[config.mk]
export PLATFORM = sky130hd
export DESIGN_NAME = apc_port_clock
export DESIGN_NICKNAME = d
export VERILOG_FILES = /design/src/core/apc_pkg.sv /design/src/core/apc_rate_monitor.sv /design/src/core/apc_port_clock.sv
export SDC_FILE = /design/constraint.sdc
export NUM_CORES = 2
export LEC_CHECK = 0
export BUFFER_PORTS_ARGS = -buffer_cell sky130_fd_sc_hd__buf_2
export CELL_PAD_IN_SITES_DETAIL_PLACEMENT = 0
export CELL_PAD_IN_SITES_GLOBAL_PLACEMENT = 1
export CORE_MARGIN = 2
export CORE_UTILIZATION = 35
export CTS_CLUSTER_DIAMETER = 50
export DETAILED_ROUTE_END_ITERATION = 16
export PLACE_DENSITY = 0.62
export SLEW_MARGIN = 5
export SYNTH_ARGS = -nofsm -noshare
export SYNTH_HDL_FRONTEND = slang
export SYNTH_SLANG_ARGS = --single-unit
export TNS_END_PERCENT = 50
[constraint.sdc]
create_clock -name ref_clk -period 12.81 [get_ports ref_clk]
set_clock_uncertainty 0.05 [all_clocks]
set_input_delay 1.9215 -clock ref_clk [delete_from_list [all_inputs] [get_ports ref_clk]]
set_output_delay 1.9215 -clock ref_clk [all_outputs]
set_load 0.05 [all_outputs]
[src/core/apc_pkg.sv]
package apc_pkg;

    // register map and reset values
    localparam logic [7:0] APC_REG_MASTER_CFG = 8'h13;
    localparam logic [7:0] APC_REG_RATE_RATIO = 8'h14;
    localparam logic [7:0] APC_REG_MON_STS    = 8'h15;
    localparam logic [7:0] APC_RST_MASTER_CFG = 8'h02;
    localparam logic [7:0] APC_RST_RATE_RATIO = 8'h48;
    localparam logic [7:0] APC_RST_MON_STS    = 8'hff;
    localparam logic [7:0] APC_RD_UNMAPPED    = 8'h00;

    localparam logic [3:0] APC_RATE_INVALID   = 4'hf;
    localparam logic [3:0] APC_RATIO_INVALID  = 4'hf;
    localparam int         APC_RATE_CODES     = 9;
    localparam int         APC_RATIO_CODES    = 13;

    // clock and timing
    localparam int         APC_CLK_PERIOD_NS  = 4;
    localparam longint     APC_NS_PER_S       = 64'h3b9aca00;
    localparam longint     APC_NS_PER_US      = 64'h3e8;
    localparam longint     APC_REF_HZ         = APC_NS_PER_S / APC_CLK_PERIOD_NS;
    localparam longint     APC_MON_TIMEOUT_US = 64'h3e8;
    localparam longint     APC_MON_TIMEOUT_CYC =
        APC_MON_TIMEOUT_US * APC_NS_PER_US / APC_CLK_PERIOD_NS;
    localparam int         APC_MON_TOL_SHIFT  = 6;

    typedef struct packed {
        logic       master;
        logic       auto_dis;
        logic       pll_off;
        logic       gate;
        logic       family;
        logic [2:0] ref_code;
    } apc_mst_cfg_s;

    typedef struct packed {
        logic [3:0] rate;
        logic [3:0] ratio;
    } apc_rate_cfg_s;

    typedef struct packed {
        logic        pll_en;
        logic        ref_valid;
        logic [31:0] ref_hz;
        logic [3:0]  rate;
        logic [3:0]  ratio;
        logic        family;
    } apc_plan_s;

    function automatic logic [19:0] apc_fs_hz(input logic [3:0] code,
                                              input logic       fam);
        logic [19:0] v;
        v = 20'h0;
        case ({fam, code})
            5'h00: v = 20'h01f40;
            5'h01: v = 20'h03e80;
            5'h02: v = 20'h05dc0;
            5'h03: v = 20'h07d00;
            5'h04: v = 20'h0bb80;
            5'h05: v = 20'h17700;
            5'h06: v = 20'h2ee00;
            5'h07: v = 20'h5dc00;
            5'h08: v = 20'hbb800;
            5'h10: v = 20'h01cb6;
            5'h11: v = 20'h0396c;
            5'h12: v = 20'h05622;
            5'h13: v = 20'h072d8;
            5'h14: v = 20'h0ac44;
            5'h15: v = 20'h15888;
            5'h16: v = 20'h2b110;
            5'h17: v = 20'h56220;
            5'h18: v = 20'hac440;
            default: v = 20'h0;
        endcase
        return v;
    endfunction : apc_fs_hz

    function automatic logic [11:0] apc_ratio_val(input logic [3:0] code);
        logic [11:0] v;
        v = 12'h0;
        case (code)
            4'h0: v = 12'h010;
            4'h1: v = 12'h018;
            4'h2: v = 12'h020;
            4'h3: v = 12'h030;
            4'h4: v = 12'h040;
            4'h5: v = 12'h060;
            4'h6: v = 12'h080;
            4'h7: v = 12'h0c0;
            4'h8: v = 12'h100;
            4'h9: v = 12'h180;
            4'ha: v = 12'h200;
            4'hb: v = 12'h400;
            4'hc: v = 12'h800;
            default: v = 12'h0;
        endcase
        return v;
    endfunction : apc_ratio_val

    function automatic logic [31:0] apc_mclk_hz(input logic [2:0] code);
        logic [31:0] v;
        v = 32'h0;
        case (code)
            3'h0: v = 32'h00b71b00;
            3'h1: v = 32'h00bb8000;
            3'h2: v = 32'h00c65d40;
            3'h3: v = 32'h00f42400;
            3'h4: v = 32'h0124f800;
            3'h5: v = 32'h012c4b00;
            3'h6: v = 32'h016e3600;
            default: v = 32'h01770000;
        endcase
        return v;
    endfunction : apc_mclk_hz

    function automatic logic [11:0] apc_mclk_ratio(input logic [2:0] code);
        logic [11:0] v;
        v = 12'h0;
        case (code)
            3'h0: v = 12'h040;
            3'h1: v = 12'h100;
            3'h2: v = 12'h180;
            3'h3: v = 12'h200;
            3'h4: v = 12'h300;
            3'h5: v = 12'h400;
            3'h6: v = 12'h600;
            default: v = 12'h900;
        endcase
        return v;
    endfunction : apc_mclk_ratio

endpackage : apc_pkg

[src/core/apc_rate_monitor.sv]
`timescale 1ns/1ns
module apc_rate_monitor #(
    parameter longint TIMEOUT_CYC = apc_pkg::APC_MON_TIMEOUT_CYC,
    parameter int     CNT_W       = $clog2(TIMEOUT_CYC + 1)
) (
    input  wire logic          ref_clk,
    input  wire logic          reset_n,
    input  wire logic          bclk_rise,
    input  wire logic          frame_sync_rise,
    output logic [3:0]         rate_code,
    output logic [3:0]         ratio_code
);
    import apc_pkg::*;

    localparam logic [CNT_W-1:0] CNT_ONE = CNT_W'(1);
    localparam logic [CNT_W-1:0] CNT_END = CNT_W'(TIMEOUT_CYC - 1);
    localparam logic [11:0]      BIT_MAX = 12'hfff;
    localparam logic [63:0]      REF_W   = 64'(APC_REF_HZ);
    localparam logic [63:0]      TOL_W   = 64'(APC_REF_HZ >> APC_MON_TOL_SHIFT);

    logic [CNT_W-1:0] per_q;
    logic [11:0]      bits_q;
    logic             seen_q;
    logic [3:0]       rate_q;
    logic [3:0]       ratio_q;
    logic [3:0]       rate_hit;
    logic [3:0]       ratio_hit;
    logic             timeout;
    logic [11:0]      bits_now;

    assign timeout  = (per_q == CNT_END);
    assign bits_now = bclk_rise && (bits_q != BIT_MAX) ? bits_q + 12'h1 : bits_q;

    // period times nominal rate must land near the reference rate
    always_comb begin
        logic [63:0] prod;
        logic [63:0] diff;
        prod     = 64'h0;
        diff     = 64'h0;
        rate_hit = APC_RATE_INVALID;
        for (int i = 0; i < APC_RATE_CODES; i++) begin
            for (int f = 0; f < 2; f++) begin
                prod = 64'(per_q + CNT_ONE) * 64'(apc_fs_hz(4'(i), f[0]));
                diff = prod > REF_W ? prod - REF_W : REF_W - prod;
                if (diff <= TOL_W) begin
                    rate_hit = 4'(i);
                end
            end
        end
    end

    always_comb begin
        ratio_hit = APC_RATIO_INVALID;
        for (int j = 0; j < APC_RATIO_CODES; j++) begin
            if (apc_ratio_val(4'(j)) == bits_now) begin
                ratio_hit = 4'(j);
            end
        end
    end

    always_ff @(posedge ref_clk) begin
        if (!reset_n) begin
            per_q   <= '0;
            bits_q  <= 12'h0;
            seen_q  <= 1'b0;
            rate_q  <= APC_RATE_INVALID;
            ratio_q <= APC_RATIO_INVALID;
        end else if (frame_sync_rise) begin
            per_q  <= '0;
            bits_q <= 12'h0;
            seen_q <= 1'b1;
            if (seen_q) begin
                rate_q  <= rate_hit;
                ratio_q <= ratio_hit;
            end
        end else if (timeout) begin
            // stopped clocks fall back to invalid codes
            per_q   <= '0;
            bits_q  <= 12'h0;
            seen_q  <= 1'b0;
            rate_q  <= APC_RATE_INVALID;
            ratio_q <= APC_RATIO_INVALID;
        end else begin
            per_q  <= per_q + CNT_ONE;
            bits_q <= bits_now;
        end
    end

    assign rate_code  = rate_q;
    assign ratio_code = ratio_q;

    AST_TIMEOUT_INVALID: assert property (@(posedge ref_clk)
        disable iff (!reset_n) timeout && !frame_sync_rise |=>
        rate_code == APC_RATE_INVALID && ratio_code == APC_RATIO_INVALID)
        else $error("monitor did not go invalid on timeout");

    AST_RATE_CODE_SET: assert property (@(posedge ref_clk)
        disable iff (!reset_n) rate_code < 4'h9 || rate_code == APC_RATE_INVALID)
        else $error("detected rate holds a reserved code");

    AST_RATIO_CODE_SET: assert property (@(posedge ref_clk)
        disable iff (!reset_n)
        ratio_code < 4'hd || ratio_code == APC_RATIO_INVALID)
        else $error("detected ratio holds a reserved code");

    COV_RATE_FOUND: cover property (@(posedge ref_clk)
        disable iff (!reset_n) $changed(rate_code) && rate_code != APC_RATE_INVALID);

endmodule : apc_rate_monitor

[src/core/apc_port_clock.sv]
`timescale 1ns/1ns
module apc_port_clock #(
    parameter longint MON_TIMEOUT_CYC = apc_pkg::APC_MON_TIMEOUT_CYC
) (
    input  wire logic              ref_clk,
    input  wire logic              reset_n,
    input  wire logic              reg_wr_en,
    input  wire logic [7:0]        reg_addr,
    input  wire logic [7:0]        reg_wdata,
    output logic [7:0]             reg_rdata,
    input  wire logic              ref_clock_spec_mode,
    input  wire logic [2:0]        ref_to_frame_ratio_code,
    input  wire logic              custom_pll_en,
    input  wire logic              bclk_in,
    output logic                   bclk_out,
    output logic                   bclk_oe,
    input  wire logic              frame_sync_in,
    output logic                   frame_sync_out,
    output logic                   frame_sync_oe,
    output apc_pkg::apc_plan_s     clk_plan
);
    import apc_pkg::*;

    localparam logic [33:0] REF_34 = 34'(APC_REF_HZ);

    apc_mst_cfg_s  mst_q;
    apc_rate_cfg_s rr_q;
    logic [7:0]    rdata_q;
    logic [3:0]    det_rate;
    logic [3:0]    det_ratio;
    apc_plan_s     plan_q;
    apc_plan_s     plan_d;

    // register port
    logic wr_mst;
    logic wr_rr;
    logic [7:0] rd_mux;
    assign wr_mst = reg_wr_en && (reg_addr == APC_REG_MASTER_CFG);
    assign wr_rr  = reg_wr_en && (reg_addr == APC_REG_RATE_RATIO);
    assign rd_mux = (reg_addr == APC_REG_MASTER_CFG) ? mst_q :
                    (reg_addr == APC_REG_RATE_RATIO) ? rr_q :
                    (reg_addr == APC_REG_MON_STS) ? {det_rate, det_ratio} :
                    APC_RD_UNMAPPED;

    always_ff @(posedge ref_clk) begin
        if (!reset_n) begin
            mst_q   <= APC_RST_MASTER_CFG;
            rr_q    <= APC_RST_RATE_RATIO;
            rdata_q <= APC_RD_UNMAPPED;
        end else begin
            if (wr_mst) begin
                mst_q <= reg_wdata;
            end
            if (wr_rr) begin
                rr_q <= reg_wdata;
            end
            rdata_q <= rd_mux;
        end
    end
    assign reg_rdata = rdata_q;

    // pin synchronisers: s1 feeds s2 only, level moves once s2 and s3 agree
    logic [2:0] bclk_s_q;
    logic [2:0] frame_sync_s_q;
    logic       bclk_lvl_q;
    logic       frame_sync_lvl_q;
    logic       bclk_rise;
    logic       frame_sync_rise;

    always_ff @(posedge ref_clk) begin
        if (!reset_n) begin
            bclk_s_q    <= 3'h0;
            frame_sync_s_q   <= 3'h0;
            bclk_lvl_q  <= 1'b0;
            frame_sync_lvl_q <= 1'b0;
        end else begin
            bclk_s_q  <= {bclk_s_q[1:0], bclk_in};
            frame_sync_s_q <= {frame_sync_s_q[1:0], frame_sync_in};
            if (bclk_s_q[1] == bclk_s_q[2]) begin
                bclk_lvl_q <= bclk_s_q[2];
            end
            if (frame_sync_s_q[1] == frame_sync_s_q[2]) begin
                frame_sync_lvl_q <= frame_sync_s_q[2];
            end
        end
    end
    assign bclk_rise  = (bclk_s_q[1] == bclk_s_q[2]) && bclk_s_q[2] && !bclk_lvl_q;
    assign frame_sync_rise = (frame_sync_s_q[1] == frame_sync_s_q[2]) && frame_sync_s_q[2] &&
                        !frame_sync_lvl_q;

    // monitor watches the wire in both modes, so master output is checked too
    apc_rate_monitor #(
        .TIMEOUT_CYC (MON_TIMEOUT_CYC)
    ) u_mon (
        .ref_clk    (ref_clk),
        .reset_n    (reset_n),
        .bclk_rise  (bclk_rise),
        .frame_sync_rise (frame_sync_rise),
        .rate_code  (det_rate),
        .ratio_code (det_ratio)
    );

    // effective plan
    logic        auto_mode;
    logic        slave_auto;
    logic [19:0] fs_eff;
    assign auto_mode  = !mst_q.auto_dis;
    assign slave_auto = !mst_q.master && auto_mode;

    always_comb begin
        plan_d        = '0;
        plan_d.family = mst_q.family;
        // slave auto follows what the monitor sees, not the programmed codes
        plan_d.rate   = slave_auto ? det_rate : rr_q.rate;
        plan_d.ratio  = slave_auto ? det_ratio : rr_q.ratio;
        plan_d.pll_en = auto_mode ? !mst_q.pll_off : custom_pll_en;
        if (mst_q.master) begin
            plan_d.ref_valid = 1'b1;
            if (ref_clock_spec_mode) begin
                plan_d.ref_hz = 32'(fs_eff * apc_mclk_ratio(
                    ref_to_frame_ratio_code));
            end else begin
                plan_d.ref_hz = apc_mclk_hz(mst_q.ref_code);
            end
        end
    end

    always_ff @(posedge ref_clk) begin
        if (!reset_n) begin
            plan_q <= '0;
        end else begin
            plan_q <= plan_d;
        end
    end
    assign clk_plan = plan_q;

    // master clock generator: fractional accumulator at twice the bit rate
    assign fs_eff = apc_fs_hz(rr_q.rate, mst_q.family);
    logic [11:0] ratio_eff;
    logic [33:0] inc;
    logic [33:0] acc_q;
    logic [33:0] acc_d;
    logic [33:0] acc_sum;
    logic        tick;
    logic        gen_on;
    logic        bclk_q;
    logic        frame_sync_q;
    logic [11:0] bit_q;
    logic [11:0] bit_d;

    assign ratio_eff = apc_ratio_val(rr_q.ratio);
    assign inc       = 34'({fs_eff, 1'b0}) * 34'(ratio_eff);
    // reserved codes give zero increments and the port stays idle
    assign gen_on    = mst_q.master && !mst_q.gate && (inc != 34'h0);
    assign acc_sum   = acc_q + inc;
    // rates beyond half the ref clock saturate at one toggle a cycle
    assign tick      = gen_on && ((inc >= REF_34) || (acc_sum >= REF_34));
    assign acc_d     = !gen_on ? 34'h0 :
                       (inc >= REF_34) ? 34'h0 :
                       tick ? acc_sum - REF_34 : acc_sum;
    // a shorter ratio wraps at once instead of running out to the top
    assign bit_d     = (bit_q >= ratio_eff - 12'h1) ? 12'h0 : bit_q + 12'h1;

    always_ff @(posedge ref_clk) begin
        if (!reset_n) begin
            acc_q   <= 34'h0;
            bclk_q  <= 1'b0;
            frame_sync_q <= 1'b0;
            bit_q   <= 12'h0;
        end else if (!gen_on) begin
            acc_q   <= 34'h0;
            bclk_q  <= 1'b0;
            frame_sync_q <= 1'b0;
            bit_q   <= 12'h0;
        end else begin
            acc_q <= acc_d;
            if (tick) begin
                bclk_q <= !bclk_q;
                // new bit launched on the falling edge, frame mark on bit 0
                if (bclk_q) begin
                    bit_q   <= bit_d;
                    frame_sync_q <= (bit_d == 12'h0);
                end
            end
        end
    end

    assign bclk_out  = bclk_q;
    assign frame_sync_out = frame_sync_q;
    assign bclk_oe   = mst_q.master;
    assign frame_sync_oe  = mst_q.master;

    AST_SLAVE_NO_DRIVE: assert property (@(posedge ref_clk)
        disable iff (!reset_n) $past(wr_mst) && !mst_q.master |->
        !bclk_oe && !frame_sync_oe)
        else $error("pins driven in slave mode");

    // slowest legal rate bounds how long the bit clock may stay parked
    localparam logic [11:0] IDLE_LIMIT = 12'(APC_REF_HZ /
        (2 * apc_fs_hz(4'h0, 1'b1) * apc_ratio_val(4'h0)) + 1);
    logic [11:0] idle_q;

    always_ff @(posedge ref_clk) begin
        if (!reset_n || !gen_on || tick) begin
            idle_q <= 12'h0;
        end else begin
            idle_q <= idle_q + 12'h1;
        end
    end

    AST_MASTER_TOGGLE: assert property (@(posedge ref_clk)
        disable iff (!reset_n) gen_on |-> idle_q < IDLE_LIMIT)
        else $error("master bit clock stalled");

    AST_GATE_LOW: assert property (@(posedge ref_clk)
        disable iff (!reset_n) mst_q.master && mst_q.gate && !wr_mst |=>
        !bclk_out && !frame_sync_out && bclk_oe)
        else $error("gated master clocks still run");

    AST_PLL_OFF: assert property (@(posedge ref_clk)
        disable iff (!reset_n) !mst_q.auto_dis && mst_q.pll_off |=>
        !clk_plan.pll_en)
        else $error("pll left on in auto mode");

    AST_AUTO_PLL: assert property (@(posedge ref_clk)
        disable iff (!reset_n) !mst_q.auto_dis && !mst_q.pll_off |=>
        clk_plan.pll_en)
        else $error("auto mode did not enable pll");

    AST_REF_IGNORED: assert property (@(posedge ref_clk)
        disable iff (!reset_n) !mst_q.master |=>
        !clk_plan.ref_valid && clk_plan.ref_hz == 32'h0)
        else $error("reference used outside master mode");

    AST_REF_TABLE: assert property (@(posedge ref_clk)
        disable iff (!reset_n) mst_q.master && !ref_clock_spec_mode &&
        mst_q.ref_code == 3'h2 |=> clk_plan.ref_hz == 32'h00c65d40)
        else $error("reference code 2 not 13 MHz");

    AST_SPEC_MODE: assert property (@(posedge ref_clk)
        disable iff (!reset_n) mst_q.master && ref_clock_spec_mode &&
        rr_q.rate == 4'h4 && !mst_q.family &&
        ref_to_frame_ratio_code == 3'h1 |=> clk_plan.ref_hz == 32'h00bb8000)
        else $error("frame multiple reference wrong");

    AST_SLAVE_AUTO: assert property (@(posedge ref_clk)
        disable iff (!reset_n) slave_auto |=>
        clk_plan.rate == $past(det_rate) && clk_plan.ratio == $past(det_ratio))
        else $error("slave auto used programmed codes");

    AST_FAMILY: assert property (@(posedge ref_clk)
        disable iff (!reset_n) ##1 clk_plan.family == $past(mst_q.family))
        else $error("family select not carried");

    AST_FRAME_LEN: assert property (@(posedge ref_clk)
        disable iff (!reset_n) gen_on && tick && bclk_q && frame_sync_q |->
        bit_q == 12'h0)
        else $error("frame sync off bit zero");

    AST_STS_RESET: assert property (@(posedge ref_clk)
        !reset_n |=> det_rate == APC_RATE_INVALID &&
        det_ratio == APC_RATIO_INVALID)
        else $error("status not all ones after reset");

    AST_SLAVE_NO_GEN: assert property (@(posedge ref_clk)
        disable iff (!reset_n) !mst_q.master |=> !bclk_out && !frame_sync_out)
        else $error("slave mode generated port clocks");

    AST_STS_READ: assert property (@(posedge ref_clk)
        disable iff (!reset_n) reg_addr == APC_REG_MON_STS |=>
        reg_rdata == {$past(det_rate), $past(det_ratio)})
        else $error("status read lost detected codes");

    AST_RR_WRITE: assert property (@(posedge ref_clk)
        disable iff (!reset_n) wr_rr |=> rr_q == $past(reg_wdata))
        else $error("rate and ratio write lost");

    COV_MASTER_FRAME: cover property (@(posedge ref_clk)
        disable iff (!reset_n) gen_on ##1 $rose(frame_sync_out));
    COV_GATED: cover property (@(posedge ref_clk)
        disable iff (!reset_n) mst_q.master && mst_q.gate);
    COV_SLAVE_AUTO: cover property (@(posedge ref_clk)
        disable iff (!reset_n) slave_auto && det_rate != APC_RATE_INVALID);
    COV_FAMILY_44K: cover property (@(posedge ref_clk)
        disable iff (!reset_n) gen_on && mst_q.family);

endmodule : apc_port_clock

# Word-level counts from Yosys, hierarchy flattened
# Memory sizes are Yosys's and may differ from the RTL's. A register that Yosys moved wholly into a read port is not among the register bits.
# Index checks and enable logic that the tools add are counted.
[op_classes] addsub=43 multipliers=20 n_div=0 n_lt_le_gt_ge=39 n_eq_ne=33 n_shift=0 n_mux=73 n_bitwise=2 reduce_logical=30
[ops] operator="> comparator 64 x 28 -> 1 bit (second input constant)" count=18
[ops] operator="<= comparator 64 x 22 -> 1 bit (second input constant)" count=18
[ops] operator="two-way mux 64 bit" count=18
[ops] operator="subtractor 28 x 64 -> 64 bit (first input constant)" count=18
[ops] operator="subtractor 64 x 28 -> 64 bit (second input constant)" count=18
[ops] operator="case mux 25 bit (7 select lines)" count=1
[ops] operator="two-way mux 4 bit" count=40
[ops] operator="case mux 12 bit (7 select lines)" count=1
[ops] operator="multiplier 20 x 12 -> 32 bit" count=2
[ops] operator="multiplier 64 x 12 -> 61 bit (second input constant)" count=1
[ops] operator="multiplier 64 x 12 -> 62 bit (second input constant)" count=1
[ops] operator="multiplier 64 x 12 -> 63 bit (second input constant)" count=1
[ops] operator="multiplier 64 x 14 -> 58 bit (second input constant)" count=1
[ops] operator="multiplier 64 x 14 -> 59 bit (second input constant)" count=1
[ops] operator="multiplier 64 x 14 -> 60 bit (second input constant)" count=1
[ops] operator="multiplier 64 x 14 -> 61 bit (second input constant)" count=1
[ops] operator="multiplier 64 x 14 -> 62 bit (second input constant)" count=1
[ops] operator="multiplier 64 x 14 -> 63 bit (second input constant)" count=1
[ops] operator="multiplier 64 x 7 -> 56 bit (second input constant)" count=1
[ops] operator="multiplier 64 x 7 -> 57 bit (second input constant)" count=1
[ops] operator="multiplier 64 x 7 -> 58 bit (second input constant)" count=1
[ops] operator="multiplier 64 x 9 -> 53 bit (second input constant)" count=1
[ops] operator="multiplier 64 x 9 -> 54 bit (second input constant)" count=1
[ops] operator="multiplier 64 x 9 -> 55 bit (second input constant)" count=1
[ops] operator="44 further kinds" count=91
[totals] ff_bits=162 latch_bits=0 ramBits=0 rom_bits=752 in_bits=26 out_inout_bits=55 elab_cells=270 n_memories=2
[mem_list] name="(name not given)" depth=32 word_bits=19 read_ports=1 rd_clocked_by_memory_dff=0 wr=0 line_no="apc_pkg.sv:54" text="case ({fam, code})"
[mem_list] name="(name not given)" depth=16 word_bits=9 read_ports=1 rd_clocked_by_memory_dff=1 wr=0 line_no="apc_pkg.sv:81" text="case (code)"

# Logic depth before layout (Yosys ltp)
[depth] ltp_word=25 mapped_depth=47 depth_no_buf=44

# Hierarchy
# From an unflattened synthesis, not the netlist that was laid out.
[hier_totals] hier_cells=7828 area_unflattened_um2=56928.3
[modules_own_cells] module="apc_rate_monitor" n_inst=1 cells_each=5695 area_each_um2=39336.5 seq_area_each_um2=780.7
[modules_own_cells] module="apc_port_clock" n_inst=1 cells_each=2133 area_each_um2=17591.9 seq_area_each_um2=2422.3

# Least setup slack after synthesis
# OpenSTA, ideal clock, no wires.
[synth_path] kind="reg-to-reg" start="reg rr_q[5] (netlist name)" end="reg bit_q[10]" setup_time_ps=87 arrival_time_ps=9982 required_time_ps=12673 path_slack_ps=2691 path_stages_with_launch=43 path_buffers=3 synth_period_minus_slack_ps=10119 cell_sequence="dfxtp_1 -> clkbuf_1 -> inv_1 -> ha_1 -> xor2_1 -> nor2_1 -> a311oi_1 -> clkbuf_1 -> and2_1 -> fa_1 -> inv_1 -> fa_1 -> inv_1 -> fa_1 -> fa_1 -> ha_1 -> ha_1 -> nor2b_1 -> (+7 left out) -> a211o_1 -> o2111ai_1 -> xor2_1 -> ha_1 -> a21o_1 -> a21oi_1 -> o21ai_0 -> o21a_1 -> o31ai_1 -> or4b_2 -> o311a_1 -> nor4bb_1 -> o211ai_1 -> o2bb2ai_1 -> nand2_1 -> or3_1 -> clkbuf_1 -> o31ai_1"
[synth_between] elab_chain_cells=7 word_cells_on_any_way=11 classes_between="add/sub: 1; mul: 1; order compare: 2; reduce/logical: 6; memory: 1"
[synth_lines] element="start: declaration" line_no="apc_port_clock.sv:27" text="apc_rate_cfg_s rr_q;"
[synth_lines] element="start signal: assignment" line_no="apc_port_clock.sv:55" text="rr_q <= reg_wdata;"
[synth_lines] element="memory (32 x 19 bit) *"
[synth_lines] element="multiplier 20 x 12 -> 32 bit *" line_no="apc_port_clock.sv:152" text="assign inc = 34'({fs_eff, 1'b0}) * 34'(ratio_eff);"
[synth_lines] element="adder 34 x 33 -> 34 bit" line_no="apc_port_clock.sv:155" text="assign acc_sum = acc_q + inc;"
[synth_lines] element="greater-or-equal comparator 34 x 28 -> 1 bit" line_no="apc_port_clock.sv:157" text="assign tick = gen_on && ((inc >= REF_34) || (acc_sum >= REF_34));"
[synth_lines] element="logical OR 1 bit" line_no="apc_port_clock.sv:157"
[synth_lines] element="logical AND 1 bit" line_no="apc_port_clock.sv:157"
[synth_lines] element="AND reduction 2 bit (no source line)"
[synth_lines] element="end signal: assignment" line_no="apc_port_clock.sv:181" text="bit_q <= bit_d;"
[synth_lines] element="end: declaration" line_no="apc_port_clock.sv:148" text="logic [11:0] bit_q;"
# Every way passes the cells marked *; elsewhere a longest branch is shown, timed or not.
# A chain may end at the register's enable or synchronous reset.

# Worst setup path after layout
[layout_path] start="reg u_mon.per_q[1]" end="reg u_mon.rate_q[2], in the netlist u_mon.rate_code[2]"
[layout_between] elab_chain_cells=25 word_cells_on_any_way=132 classes_between="add/sub: 37; mul: 18; order compare: 36; eq/ne: 1; mux: 38; reduce/logical: 2"
[layout_lines] element="start: declaration" line_no="apc_rate_monitor.sv:21" text="logic [CNT_W-1:0] per_q;"
[layout_lines] element="start signal: assignment" line_no="apc_rate_monitor.sv:84" text="per_q <= per_q + CNT_ONE;"
[layout_lines] element="adder 18 x 1 -> 19 bit" line_no="apc_rate_monitor.sv:43" text="prod = 64'(per_q + CNT_ONE) * 64'(apc_fs_hz(4'(i), f[0]));"
[layout_lines] element="multiplier 64 x 7 -> 58 bit" line_no="apc_rate_monitor.sv:43"
[layout_lines] element="subtractor 28 x 64 -> 64 bit (tied with other cells)" line_no="apc_rate_monitor.sv:44" text="diff = prod > REF_W ? prod - REF_W : REF_W - prod;"
[layout_lines] element="two-way mux 64 bit" line_no="apc_rate_monitor.sv:44"
[layout_lines] element="<= comparator 64 x 22 -> 1 bit" line_no="apc_rate_monitor.sv:45" text="if (diff <= TOL_W) begin"
[layout_lines] element="two-way mux 4 bit (18 in series)" line_no="apc_rate_monitor.sv:45"
[layout_lines] element="two-way mux 4 bit" line_no="apc_rate_monitor.sv:72" text="if (seen_q) begin"
[layout_lines] element="two-way mux 4 bit" line_no="apc_rate_monitor.sv:68" text="end else if (frame_sync_rise) begin"
[layout_lines] element="end signal: assignment" line_no="apc_rate_monitor.sv:73" text="rate_q <= rate_hit;"
[layout_lines] element="end: declaration" line_no="apc_rate_monitor.sv:24" text="logic [3:0] rate_q;"
# Parallel ways exist; a longest one is shown, timed or not. The select of a mux whose other input is x is not followed.

==> impl_metrics.ini <==
[yosys]
syn_inst = 7704
synth_seq_cells = 160
yosys-top-cells-area = fa_1 16%, ha_1 12%, dfxtp_1 5.7%
synth_ff_type = dfxtp_1
ys_seq_area_share_pct = 5.71
synth_top_area_share_pct = 15.8
synth_top_cell_by_area = fa_1
synth_edf_count = 0
yosysWarnings = 0
synth.cell_area_mm2 = 0.0561
synth.distinct_cells = 112
yosysMostFrequentCell = nand2_1
syn_avg_cell_area_um2 = 7.28
ys_async_sr_fraction_pct = 0
synth_common_cells = 698 x nand2_1, 663 x inv_1, 632 x nor2_1

[finish]
drive_gt1_share_pct = 7.25
fill_cells = 16900
layout.nets = 8630
area_growth_pct = 7.15

[cts]
cts_max_path_buffers = 2
cts_setup_buffers = 0
clock_sinks = 160
cts_tree = yes
clkLatencyLatePin_ns = 0.53
clkTransAtPathRegs_ns = 0.09
holdBufCountCts = 0
root_buffer = clkbuf_16
cts_buffers = 17
htree_levels = 4

[critical_path]
critical_path_class = register to register
crit_slowest_cell = a211oi_1
arrival_ns = 12.67
crit_path_frequent_cell = fa_1
path_max_fanout = 15
critPathMaxStageDelay_ns = 0.94
worstSetupStartpointType = register
rr_endpoint = u_mon.rate_code[2]
worstRegToRegCells = 32
reg2reg_slack_ns = 0.48
setup.worst_path.end_class = register
cp.required_ns = 13.16
worstReg2RegStart = u_mon.per_q[1]

[timing]
fin_crit_ns = 12.33
finalHoldViolCount = 0
report.final.setup_viol = 0
worst_pin_slew_ns = 1.31
worst_slack_ns = 0.481
slew_headroom_pct = 12.3
drv_slew = 0
max_clock_freq_mhz = 81.1
fin_setup_tns_ns = 0
post-route-period-util_pct = 96.2
rsz0062_at_grt = no

[worst_hold_path]
worstHoldStart = frame_sync_s_q[0]
hold_path_depth = 1
whs_endpoint = frame_sync_s_q[1]
hold_class = register to register

[pwr]
switching_power_mw = 2.09
power_frac_comb_pct = 72.7
leakage_nw = 27.0
p_sw_share_pct = 54.9
power.internal_mw = 1.72
peakVddDrop_uv = 85.6
power_density_mw_per_mm2 = 63.4
p_seq_share_pct = 13.2
pwr-share-clk_pct = 14.1

[flow_run]
max_cap_violations = 0

[routing]
wl_per_cell_um = 24.2
drcViolationCount = 0
ant_nets = 0
dr_total_vias = 59000
vias_per_cell = 6.06
dr.pass1.iters = 6
drt_iter0_drc = 5375
totalWireLength_um = 235000

[grt]
antenna_found_initial = 7
grt-ovfl-total = 0
grt_pass1_wl_um = 356000
grt_max_degree = 54
grt_pass1_vias = 57200
track_usage_pct = 28.0

[placement]
numPortBuffers = 74
gp_congestion = 1.00
dpl_worst_slack_ns = 0.678
dp_hpwl_um = 191000

[status]
status = finished, final reports clean

[floorplan]
die_w_um = 404
io_pins = 81
fp-row-count = 146
coreArea_mm2 = 0.159
dieArea_mm2 = 0.164
start_util_pct = 35.3
die_y_um = 404
-- area by class of cell --
| cell class | count | area [um^2] | share of cell area, % |
|---|---|---|---|
| Multi-Input combinational cell | 6433 | 48800 | 81.1 |
| Clock buffer | 18 | 439 | 0.730 |
| Tap cell | 2072 | 2590 | 4.31 |
| Clock inverter | 14 | 125 | 0.208 |
| Sequential cell | 160 | 3200 | 5.33 |
| Inverter | 668 | 2510 | 4.17 |
| Timing Repair Buffer | 353 | 2460 | 4.10 |
| Antenna cell | 7 | 17.5 | 0.0291 |
-- critical path: cells and delay by family (launching register included) --
kind	cells	cell delay [ns]
compound gates	13	5.70
xor+xnor	2	0.59
fa+ha+maj	7	3.31
buf+inv	4	0.58
flops	1	0.65
simple gates	6	1.28
-- worst max-delay path by stage --
stage,cells past startpoint,end,startpoint,slack [ns]
4_1_cts,32,u_mon.rate_code[2],u_mon.per_q[1],0.64
6_report,32,u_mon.rate_code[2],u_mon.per_q[1],0.48
5_1_grt,32,u_mon.rate_code[2],u_mon.per_q[1],0.03
3_5_place_dp,32,u_mon.rate_code[2],u_mon.per_q[1],0.68
3_3_place_gp,33,u_mon.rate_code[0],u_mon.per_q[1],0.75
2_1_floorplan,42,bit_q[10],rr_q[5],2.69
-- per-stage QoR --
stage / util, % / hold WS (ns) / power, mW / cell area, um^2 / instances
3_3_place_gp: 37.5 / 0.377 / 3.24 / 59500 / 9685
3_5_place_dp: 37.5 / 0.371 / 3.24 / 59500 / 9685
4_1_cts: 37.9 / 0.397 / 3.80 / 60100 / 9717
2_1_floorplan: - / 0.362 / 2.45 / 56100 / 7709
5_1_grt: 37.9 / 0.415 / 4.11 / 60100 / 9718
6_report: 37.9 / 0.397 / 3.81 / 60100 / 9725
-- state kept, by name, indices dropped and copies added (netlist names) --
name,count
bclk_out,1
u_mon.bits_q,12
frame_sync_out,1
u_mon.seen_q,1
u_mon.per_q,18
bclk_oe,1
bclk_s_q,3
ratio_eff,9
clk_plan,37
bit_q,12
mst_q,7
reg_rdata,8
rr_q,8
u_mon.rate_code,4
u_mon.ratio_code,4
frame_sync_s_q,3
acc_q,29
bclk_lvl_q,1
frame_sync_lvl_q,1
-- metal layers --
metal | track usage (%) | vias to the layer above | routed length, um | part of all wire, %
met4 | 10.9 | 8 | 10400 | 4.4
li1 | - | 27500 | - | -
met3 | 3.64 | 472 | 13900 | 5.9
met2 | 47.6 | 2196 | 111000 | 47
met1 | 35.8 | 28800 | 99600 | 42
met5 | 0 | - | 49 | 0.021
-- timing repair --
action | in CTS | in global routing
endpoints found under the hold margin | 0 | 0
setup endpoints to repair | 0 | 4
gates resized for setup | 0 | 0
-- cells by family after synthesis --
group / synth area share [%]
AO/OA/AOI/OAI: 25.9
XOR/XNOR: 6.92
adder cells (fa/ha/maj): 27.6
buffers and inverters: 7.69
flip-flops: 5.71
multiplexers: 2.45
other: 0.00668
AND/OR/NAND/NOR: 23.7
-- power groups by stage --
stage	combinational [mW]	sequential, mW	clock (mW)
after detailed placement	2.72	0.516	0
after global routing	3.04	0.505	0.570
final	2.77	0.504	0.538
after global placement	2.73	0.516	0
after CTS	2.74	0.504	0.555
after floorplan	1.93	0.519	0
-- placed cells by master (no fill, tap or decap), drive strengths merged, types with 57 or more instances in the layout --
master | netlist | final
nand2 | 699 | 699
inv | 664 | 671
nor2 | 633 | 633
ha | 527 | 527
a21oi | 523 | 523
o21ai | 470 | 470
fa | 444 | 444
xnor2 | 358 | 358
buf | 92 | 353
nor3 | 262 | 262
nand3 | 231 | 231
and2 | 189 | 189
dfxtp | 160 | 160
a31oi | 132 | 132
mux2i | 116 | 116
nand4 | 109 | 109
and3 | 109 | 109
o211ai | 108 | 108
a21o | 107 | 107
a211oi | 105 | 106
nor4 | 90 | 90
xor2 | 78 | 78
or3 | 72 | 72
nor2b | 70 | 70
nand2b | 68 | 68
o21a | 65 | 65
o31ai | 57 | 57
Note: power is estimated with default switching activity, not from simulation.
